==> src/iosr_defines.svh <==
`ifndef IOSR_DEFINES_SVH
`define IOSR_DEFINES_SVH
`define IOSR_BIT_LAST 8'h1F
`define IOSR_PORT_LAST 8'h3F
`define IOSR_DATA_OFFSET 8'h20
`define IOSR_DATA_IO_LAST 8'h5F
`define IOSR_EXT_FIRST 8'h60
`define IOSR_LOW_COUNT 32
`define IOSR_FLAG_IO 5'h15
`define IOSR_RESET_VALUE 8'h00
`define IOSR_T2_CTRL_A 8'hB0
`define IOSR_T2_CTRL_B 8'hB1
`define IOSR_T2_COUNT 8'hB2
`define IOSR_T2_CMP_A 8'hB3
`define IOSR_T2_CMP_B 8'hB4
`define IOSR_ASYNC_STATUS 8'hB6
`define IOSR_TW_BIT_RATE 8'hB8
`define IOSR_TW_STATUS 8'hB9
`define IOSR_TW_OWN_ADDR 8'hBA
`define IOSR_TW_DATA 8'hBB
`define IOSR_T2_CTRL_A_MASK 8'hF3
`define IOSR_T2_CTRL_B_MASK 8'h0F
`define IOSR_T2_FORCE_A_BIT 7
`define IOSR_T2_FORCE_B_BIT 6
`define IOSR_ASYNC_RW_MASK 8'h60
`define IOSR_TW_PRESCALE_MASK 8'h03
`endif

==> src/iosr_pkg.sv <==
package iosr_pkg;
   typedef enum logic [3:0] {
      IOSR_OP_NONE = 4'h0,
      IOSR_OP_IO_READ = 4'h1,
      IOSR_OP_IO_WRITE = 4'h2,
      IOSR_OP_BIT_SET = 4'h3,
      IOSR_OP_BIT_CLEAR = 4'h4,
      IOSR_OP_SKIP_IF_BIT_SET = 4'h5,
      IOSR_OP_SKIP_IF_BIT_CLEAR = 4'h6,
      IOSR_OP_DATA_READ = 4'h7,
      IOSR_OP_DATA_WRITE = 4'h8
   } iosr_op_e;

   typedef struct packed {
      iosr_op_e op;
      logic [7:0] addr;
      logic [2:0] bit_idx;
      logic [7:0] wdata;
   } iosr_req_s;

   typedef struct packed {
      logic [7:0] ctrl_a;
      logic [7:0] ctrl_b;
      logic [7:0] count;
      logic [7:0] cmp_a;
      logic [7:0] cmp_b;
      logic [7:0] async_ctrl;
   } iosr_timer2_s;

   typedef struct packed {
      logic [7:0] bit_rate;
      logic [7:0] prescale;
      logic [7:0] own_addr;
      logic [7:0] data;
   } iosr_twi_s;

   typedef logic [7:0] iosr_byte_t;
endpackage

==> src/iosr_bank.sv <==
`timescale 1ns/10ps
`include "iosr_defines.svh"

module iosr_bank
   import iosr_pkg::*;
(
   input wire logic i_core_clk,
   input wire logic i_reset_n,
   input wire logic i_req_valid,
   input wire iosr_req_s i_req,
   input wire logic [7:0] i_flag_event,
   input wire logic [4:0] i_async_busy,
   input wire logic [4:0] i_twi_state,
   output logic o_ack_q,
   output logic o_err_q,
   output logic [7:0] o_rdata_q,
   output logic o_skip_q,
   output logic [1:0] o_force_q,
   output logic [`IOSR_LOW_COUNT*8-1:0] o_io_regs,
   output iosr_timer2_s o_timer2,
   output iosr_twi_s o_twi
);

   iosr_byte_t low_q [`IOSR_LOW_COUNT];
   iosr_byte_t low_d [`IOSR_LOW_COUNT];
   iosr_timer2_s t2_q;
   iosr_timer2_s t2_d;
   iosr_twi_s tw_q;
   iosr_twi_s tw_d;
   logic ack_d;
   logic err_d;
   logic [7:0] rdata_d;
   logic skip_d;
   logic [1:0] force_d;

   logic ok;
   logic hit_low;
   logic hit_ext;
   logic [5:0] io_addr;
   logic do_write;
   logic is_read;
   logic [7:0] rd_val;
   logic [7:0] wval;
   logic [7:0] bit_mask;
   logic bit_val;

   // Decodes the request into the low bank, the extended bank, an accepted access that hits no register, or a refusal.
   always_comb
   begin
      ok = 1'b0;
      hit_low = 1'b0;
      hit_ext = 1'b0;
      io_addr = 6'h00;
      do_write = 1'b0;
      is_read = 1'b0;
      case (i_req.op)
         IOSR_OP_IO_READ, IOSR_OP_IO_WRITE:
         begin
            ok = (i_req.addr <= `IOSR_PORT_LAST);
            io_addr = i_req.addr[5:0];
            hit_low = ok && (i_req.addr <= `IOSR_BIT_LAST);
            do_write = ok && (i_req.op == IOSR_OP_IO_WRITE);
            is_read = ok && (i_req.op == IOSR_OP_IO_READ);
         end
         IOSR_OP_BIT_SET, IOSR_OP_BIT_CLEAR, IOSR_OP_SKIP_IF_BIT_SET, IOSR_OP_SKIP_IF_BIT_CLEAR:
         begin
            ok = (i_req.addr <= `IOSR_BIT_LAST);
            io_addr = i_req.addr[5:0];
            hit_low = ok;
            do_write = ok && ((i_req.op == IOSR_OP_BIT_SET) || (i_req.op == IOSR_OP_BIT_CLEAR));
         end
         IOSR_OP_DATA_READ, IOSR_OP_DATA_WRITE:
         begin
            ok = (i_req.addr >= `IOSR_DATA_OFFSET);
            if ((i_req.addr >= `IOSR_DATA_OFFSET) && (i_req.addr <= `IOSR_DATA_IO_LAST))
            begin
               io_addr = 6'(i_req.addr - `IOSR_DATA_OFFSET);
               hit_low = (io_addr <= 6'(`IOSR_BIT_LAST));
            end
            hit_ext = (i_req.addr >= `IOSR_EXT_FIRST);
            do_write = ok && (i_req.op == IOSR_OP_DATA_WRITE);
            is_read = ok && (i_req.op == IOSR_OP_DATA_READ);
         end
         default:
         begin
            ok = 1'b0;
         end
      endcase
   end

   // Reads the addressed register; anything unmapped or reserved reads zero.
   always_comb
   begin
      rd_val = 8'h00;
      if (hit_low)
      begin
         rd_val = low_q[io_addr[4:0]];
      end
      else if (hit_ext)
      begin
         case (i_req.addr)
            `IOSR_T2_CTRL_A: rd_val = t2_q.ctrl_a;
            `IOSR_T2_CTRL_B: rd_val = t2_q.ctrl_b;
            `IOSR_T2_COUNT: rd_val = t2_q.count;
            `IOSR_T2_CMP_A: rd_val = t2_q.cmp_a;
            `IOSR_T2_CMP_B: rd_val = t2_q.cmp_b;
            `IOSR_ASYNC_STATUS: rd_val = t2_q.async_ctrl | {3'h0, i_async_busy};
            `IOSR_TW_BIT_RATE: rd_val = tw_q.bit_rate;
            `IOSR_TW_STATUS: rd_val = {i_twi_state, 1'b0, tw_q.prescale[1:0]};
            `IOSR_TW_OWN_ADDR: rd_val = tw_q.own_addr;
            `IOSR_TW_DATA: rd_val = tw_q.data;
            default: rd_val = 8'h00;
         endcase
      end
   end

   // Builds the written value; bit operations rewrite the whole byte.
   always_comb
   begin
      bit_mask = 8'(8'h01 << i_req.bit_idx);
      bit_val = |(rd_val & bit_mask);
      case (i_req.op)
         IOSR_OP_BIT_SET: wval = rd_val | bit_mask;
         IOSR_OP_BIT_CLEAR: wval = rd_val & ~bit_mask;
         default: wval = i_req.wdata;
      endcase
   end

   genvar gi;
   generate
      for (gi = 0; gi < `IOSR_LOW_COUNT; gi++)
      begin : g_low
         logic hit;
         always_comb
         begin
            hit = i_req_valid && do_write && hit_low && (io_addr[4:0] == 5'(gi));
            if (gi == `IOSR_FLAG_IO)
            begin
               // Events win over a clear arriving in the same cycle.
               low_d[gi] = (low_q[gi] & ~(hit ? wval : 8'h00)) | i_flag_event;
            end
            else
            begin
               low_d[gi] = hit ? wval : low_q[gi];
            end
         end
         always_ff @(posedge i_core_clk or negedge i_reset_n)
         begin
            if (!i_reset_n)
            begin
               low_q[gi] <= `IOSR_RESET_VALUE;
            end
            else
            begin
               low_q[gi] <= low_d[gi];
            end
         end
         assign o_io_regs[gi*8 +: 8] = low_q[gi];
      end
   endgenerate

   // Extended registers, with reserved and read-only bits masked off on write.
   always_comb
   begin
      t2_d = t2_q;
      tw_d = tw_q;
      force_d = 2'b00;
      if (i_req_valid && do_write && hit_ext)
      begin
         case (i_req.addr)
            `IOSR_T2_CTRL_A: t2_d.ctrl_a = wval & `IOSR_T2_CTRL_A_MASK;
            `IOSR_T2_CTRL_B:
            begin
               t2_d.ctrl_b = wval & `IOSR_T2_CTRL_B_MASK;
               force_d = {wval[`IOSR_T2_FORCE_A_BIT], wval[`IOSR_T2_FORCE_B_BIT]};
            end
            `IOSR_T2_COUNT: t2_d.count = wval;
            `IOSR_T2_CMP_A: t2_d.cmp_a = wval;
            `IOSR_T2_CMP_B: t2_d.cmp_b = wval;
            `IOSR_ASYNC_STATUS: t2_d.async_ctrl = wval & `IOSR_ASYNC_RW_MASK;
            `IOSR_TW_BIT_RATE: tw_d.bit_rate = wval;
            `IOSR_TW_STATUS: tw_d.prescale = wval & `IOSR_TW_PRESCALE_MASK;
            `IOSR_TW_OWN_ADDR: tw_d.own_addr = wval;
            `IOSR_TW_DATA: tw_d.data = wval;
            default: t2_d = t2_q;
         endcase
      end
   end

   // Answer of each request, one cycle after it is taken.
   always_comb
   begin
      ack_d = i_req_valid;
      err_d = i_req_valid && !ok;
      rdata_d = 8'h00;
      skip_d = 1'b0;
      if (i_req_valid && ok)
      begin
         if (is_read)
         begin
            rdata_d = rd_val;
         end
         if (i_req.op == IOSR_OP_SKIP_IF_BIT_SET)
         begin
            skip_d = bit_val;
         end
         if (i_req.op == IOSR_OP_SKIP_IF_BIT_CLEAR)
         begin
            skip_d = !bit_val;
         end
      end
   end

   always_ff @(posedge i_core_clk or negedge i_reset_n)
   begin
      if (!i_reset_n)
      begin
         t2_q <= '0;
         tw_q <= '0;
         o_ack_q <= 1'b0;
         o_err_q <= 1'b0;
         o_rdata_q <= 8'h00;
         o_skip_q <= 1'b0;
         o_force_q <= 2'b00;
      end
      else
      begin
         t2_q <= t2_d;
         tw_q <= tw_d;
         o_ack_q <= ack_d;
         o_err_q <= err_d;
         o_rdata_q <= rdata_d;
         o_skip_q <= skip_d;
         o_force_q <= force_d;
      end
   end

   assign o_timer2 = t2_q;
   assign o_twi = tw_q;

   logic [7:0] chk_flag;
   logic [7:0] chk_target;
   logic chk_is_flag;
   assign chk_flag = low_q[`IOSR_FLAG_IO];
   assign chk_target = low_q[i_req.addr[4:0]];
   assign chk_is_flag = (i_req.addr[4:0] == `IOSR_FLAG_IO);

   AST_BIT_SET: assert property (@(posedge i_core_clk) disable iff (!i_reset_n)
      (i_req_valid && i_req.op == IOSR_OP_BIT_SET && i_req.addr <= 8'h1F && !chk_is_flag)
      |=> (low_q[$past(i_req.addr[4:0])] == ($past(chk_target) | 8'(8'h01 << $past(i_req.bit_idx)))))
      else $error("Bit set did not set the chosen bit.");

   AST_BIT_CLEAR: assert property (@(posedge i_core_clk) disable iff (!i_reset_n)
      (i_req_valid && i_req.op == IOSR_OP_BIT_CLEAR && i_req.addr <= 8'h1F && !chk_is_flag)
      |=> (low_q[$past(i_req.addr[4:0])] == ($past(chk_target) & ~8'(8'h01 << $past(i_req.bit_idx)))))
      else $error("Bit clear did not clear the chosen bit.");

   AST_SKIP_TEST: assert property (@(posedge i_core_clk) disable iff (!i_reset_n)
      (i_req_valid && i_req.op == IOSR_OP_SKIP_IF_BIT_SET && i_req.addr <= 8'h1F)
      |=> (o_skip_q == $past(chk_target[i_req.bit_idx])) && !o_err_q)
      else $error("Skip result does not match the tested bit.");

   AST_W1C_ONE: assert property (@(posedge i_core_clk) disable iff (!i_reset_n)
      (i_req_valid && i_req.op == IOSR_OP_IO_WRITE && i_req.addr == 8'h15)
      |=> ((chk_flag & $past(i_req.wdata) & ~$past(i_flag_event)) == 8'h00))
      else $error("Writing one did not clear a flag.");

   AST_W1C_ZERO: assert property (@(posedge i_core_clk) disable iff (!i_reset_n)
      (i_req_valid && i_req.op == IOSR_OP_IO_WRITE && i_req.addr == 8'h15 && i_req.wdata == 8'h00)
      |=> (chk_flag == ($past(chk_flag) | $past(i_flag_event))))
      else $error("Writing zero changed a flag.");

   AST_RMW_CLEARS: assert property (@(posedge i_core_clk) disable iff (!i_reset_n)
      (i_req_valid && i_req.op == IOSR_OP_BIT_SET && i_req.addr == 8'h15)
      |=> (chk_flag == $past(i_flag_event)))
      else $error("Bit set on flag register did not clear set flags.");

   AST_BIT_RANGE: assert property (@(posedge i_core_clk) disable iff (!i_reset_n)
      (i_req_valid && (i_req.op == IOSR_OP_BIT_SET || i_req.op == IOSR_OP_BIT_CLEAR) && i_req.addr > 8'h1F)
      |=> o_err_q && $stable(t2_q) && $stable(tw_q))
      else $error("Bit operation outside the low range was not refused.");

   AST_PORT_RANGE: assert property (@(posedge i_core_clk) disable iff (!i_reset_n)
      (i_req_valid && i_req.op == IOSR_OP_IO_WRITE && i_req.addr > 8'h3F)
      |=> o_err_q && $stable(t2_q) && $stable(tw_q))
      else $error("Port write beyond 0x3F was not refused.");

   AST_DATA_OFFSET: assert property (@(posedge i_core_clk) disable iff (!i_reset_n)
      (i_req_valid && i_req.op == IOSR_OP_DATA_READ && i_req.addr >= 8'h20 && i_req.addr <= 8'h3F)
      |=> (o_rdata_q == $past(chk_target)) && o_ack_q)
      else $error("Data-space read did not honour the 0x20 offset.");

   AST_EXT_DATA: assert property (@(posedge i_core_clk) disable iff (!i_reset_n)
      (i_req_valid && i_req.op == IOSR_OP_DATA_WRITE && i_req.addr == 8'hB8)
      |=> (tw_q.bit_rate == $past(i_req.wdata)) ##1 (tw_q.bit_rate == $past(tw_q.bit_rate) || $past(i_req_valid)))
      else $error("Extended register not written by data-space store.");

   AST_RESERVED_READ: assert property (@(posedge i_core_clk) disable iff (!i_reset_n)
      (i_req_valid && i_req.op == IOSR_OP_DATA_READ && (i_req.addr == 8'hB5 || i_req.addr == 8'hB7))
      |=> (o_rdata_q == 8'h00))
      else $error("Reserved address did not read zero.");

endmodule

==> config.mk <==
export PLATFORM = sky130hd
export DESIGN_NAME = iosr_bank
export DESIGN_NICKNAME = d
export VERILOG_FILES = /design/src/iosr_pkg.sv /design/src/iosr_bank.sv
export VERILOG_INCLUDE_DIRS = /design/src
export SDC_FILE = /design/constraint.sdc
export NUM_CORES = 1
export LEC_CHECK = 0
export BUFFER_PORTS_ARGS = -buffer_cell sky130_fd_sc_hd__buf_2
export CAP_MARGIN = 40
export CORE_ASPECT_RATIO = 1.5
export CORE_UTILIZATION = 54
export CTS_BUF_LIST = sky130_fd_sc_hd__clkbuf_16
export CTS_CLUSTER_SIZE = 10
export DETAILED_ROUTE_END_ITERATION = 10
export GPL_TIMING_DRIVEN = 0
export PLACE_DENSITY_LB_ADDON = 0.05
export SETUP_SLACK_MARGIN = 0.02
export SLEW_MARGIN = 20
export SYNTH_ARGS = -nofsm -noshare
export SYNTH_HDL_FRONTEND = slang
export SYNTH_SLANG_ARGS = --single-unit
==> constraint.sdc <==
create_clock -name i_core_clk -period 3.4 [get_ports i_core_clk]
set_input_delay 0.17 -clock i_core_clk [delete_from_list [all_inputs] [get_ports i_core_clk]]
set_output_delay 0.17 -clock i_core_clk [all_outputs]
set_load 0.02 [all_outputs]
==> results.md <==
- Crit path max fanout: 10
- Final core area utilization: 70.1%
- PD cells: 422 nW/um2
- CTS Buf Count: 39
- Crit-path cells: buf_2, buf_6, buf_4, buf_6, mux2i_1, a2bb2oi_1, o22a_1, o22ai_1, o311ai_2, a21oi_1, o21a_1, clkbuf_1, buf_6, clkbuf_8, o21ai_0
- Number of global-route vias before repair: 16000
- Initial antenna violation count: 4
- Max-slew violation count: 0
- GRT Total Usage: 49.7%
- Synth Flop Type: dfrtp_1
- First-pass DRT Iterations: 7
- Initial Util: 55.2%
- Share of layout cells above drive strength 1: 30.5%
- Worst-margin pin slew: 0.937 ns
- Syn Std Cell Area: 15900 um2
- Req. time, crit path: 3.80 ns
- ANT cells: 0
- Pleak: 0.00986 uW
- Post-synthesis cell type count: 76
- Number of synthesized flops with an enable pin: 0
- Routed Antenna Nets: 0
- CP max-delay cell: mux2i_1
- Via count: 16700
- Post-synthesis cell count: 1631
- First-pass GRT wire length: 105000 um
- Worst vdd ir: 439 uV
- DRC violations left: 0
- Worst setup margin: -0.0290 ns
- Nature of the critical path endpoint: flip-flop
- Overall power: 8530 uW
- Area Growth Syn to Fin: 27.1%
- Post-detail-place hpwl: 54500 um
- Failing checks: setup timing
- Iter 0 DRT Violations: 1817
- Crit. path cell count: 15
- IO buf count: 371
- Critical path class: in2reg
- Seq cells post-synth: 331
- Commonest non-fill, non-tap cell in the layout: buf_2
- Sequential-to-total area share from yosys stat: 52.1%
- Die Y: 212 um
- Most Frequent Cell on Critical Path: buf_6
- Drt wl/cell: 30.1 um
- Syn avg cell area: 9.74 um2
- RSZ-0062 raised after global routing: true
- CP Launch Type: input port
- IO Pins: 393
- Crit path arrival time: 3.83 ns
- Post-route clock skew: 0.0192 ns
- Min-Delay Path Class: in2reg
- R2R cell count: 11
- Largest net degree at the start of global routing: 105
- Nets: 2138
- Die Wd: 142 um
- Clk Latency, worst-skew pair: 0.54 ns
- Tcrit/Tclk final: 101%
- H-Tree Depth: 2
- Die Area: 30100 um2
- Fraction of registers with async set/reset: 100%
- Vias per inst: 6.73
- Final hold vios: 0
- YS warnings: 0
- Fin Hold WS: 0.0806 ns
- Cell family with most CP delay: buffers and inverters
- Global route overflow: 0
- Status: complete, but fails checks
- Buffers & Inverters on Critical Path: 7
- Min-Delay Path Depth: 4
- Gpl congestion: 1.09
- CORE AREA: 28800 um2
- Max Cap Viol: 0
- CTS Sinks: 331
- Slowest stage delay, CP: 0.42 ns
- CTS tree: done
- Max Fclk: 0.292 GHz
- CTS clk-pin slew, worst paths: 0.05 ns
- Post-Route WL: 75000 um
- Clock Tree Root: clkbuf_16
- Final setup fails: 7
- Most frequent cells in the layout: buf_2 (380), nand2_1 (337), dfrtp_1 (331), o21ai_0 (306), clkbuf_1 (60)
- Clock tree buffer depth: 3
- Row cnt: 76
- Max-slew headroom: 37.4%
- Tmin final: 3.43 ns
worst register-to-register path, stage by stage (launching register included):
cell	delay, ns
dfrtp_1	0.40
mux4_2	0.58
mux2i_1	0.24
a211oi_1	0.11
o221ai_1	0.25
nand4_1	0.24
nor3_1	0.29
o31a_1	0.21
buf_12	0.15
clkbuf_2	0.29
buf_6	0.22
o21ai_0	0.13
cell type report:
type,count,area (um2)
inverter,11,45.0
clock inverter,6,41.3
sequential,331,8280
tap,390,488
timing repair buffer,406,2260
clock buffer,39,976
buffer,149,938
fill,2240,8610
multi-input combinational,1156,7170
final timing paths:
kind,startpoint,endpoint,slack (ns)
min,i_req[4],chk_flag[4],0.08
min in group asynchronous,i_reset_n,o_io_regs[27],0.09
max,i_req[12],o_io_regs[19],-0.03
min reg2reg,o_io_regs[83],o_io_regs[83],0.50
max in group asynchronous,i_reset_n,o_io_regs[123],2.00
max reg2reg,o_io_regs[184],o_io_regs[184],0.16
where the power goes:
group          internal, uW  total (uW)  switching (uW)
registers              3950        3960            10.3
clock network          2030        3600            1570
logic                   269         967             698
cell usage after synthesis, types with 5 or more instances:
library cell,count,share of area (%)
and2_1,6,0.24
a22oi_1,6,0.28
o21ai_0,309,9.7
a31oi_1,5,0.20
nand2_1,337,8.0
buf_2,30,0.94
a211oi_1,22,1.0
o21ai_1,17,0.54
and3_1,7,0.28
clkbuf_1,88,2.1
nor4_1,6,0.24
o22a_1,5,0.28
o22ai_1,10,0.39
mux2_2,18,1.3
dfrtp_1,331,52
a2111oi_0,6,0.33
o221ai_1,12,0.66
nor2_1,59,1.4
or2_2,6,0.24
inv_1,10,0.24
mux4_2,44,6.2
nand2b_1,12,0.47
nand3_1,36,1.1
buf_1,6,0.14
nor3_1,17,0.54
a211o_1,6,0.33
a21oi_1,38,1.2
nor2b_1,11,0.43
mux2i_1,32,2.0
nand4_1,22,0.87
buf_4,19,0.90
repair_timing:
action                                  4_1_cts  5_1_grt
setup buffers                                 5        7
resized for setup                            91       63
pin swaps                                     3        8
endpoints found under the setup margin      321      289
hold endpoints to repair                    238        0
hold buffers                                 10        0
kinds of logic after synthesis:
kind of cell	after synthesis	share of synthesized area, %
buf+inv	161	4.66
other cells	1	0.0236
flops	331	52.1
xor+xnor	1	0.0551
compound gates	497	18.5
simple gates	546	15.2
mux	94	9.53
routing by layer:
layer	vias to the layer above	GRT usage (%)	part of all wire, %	wire length [um]
li1	6722	-	-	-
met1	8128	56.9	33	24500
met2	1444	78.4	46	34600
met3	439	11.1	11	7950
met4	8	43.4	11	7930
met5	-	0	0.087	65
metrics by stage:
| stage | cells | worst slack [ns] | instance area, um2 | setup TNS, ns |
|---|---|---|---|---|
| after detailed placement | 2421 | -2.07 | 18500 | -403.05 |
| after CTS | 2480 | 0.00597 | 20000 | 0 |
| after global routing | 2488 | -0.000757 | 20200 | -0.000757 |
| after global placement | 2409 | -3.85 | 18300 | -1733.39 |
| final | 2488 | -0.0290 | 20200 | -0.0739 |
| after floorplan | 1648 | 0.278 | 16000 | 0 |
sequential cells by signal, summed over array words and instances, names as in the netlist:
name	count
o_io_regs	248
o_twi	26
chk_flag	8
o_err_q	1
o_force_q	2
o_timer2	36
o_rdata_q	8
o_skip_q	1
o_ack_q	1
No activity file was read; power rests on OpenSTA's default activity.
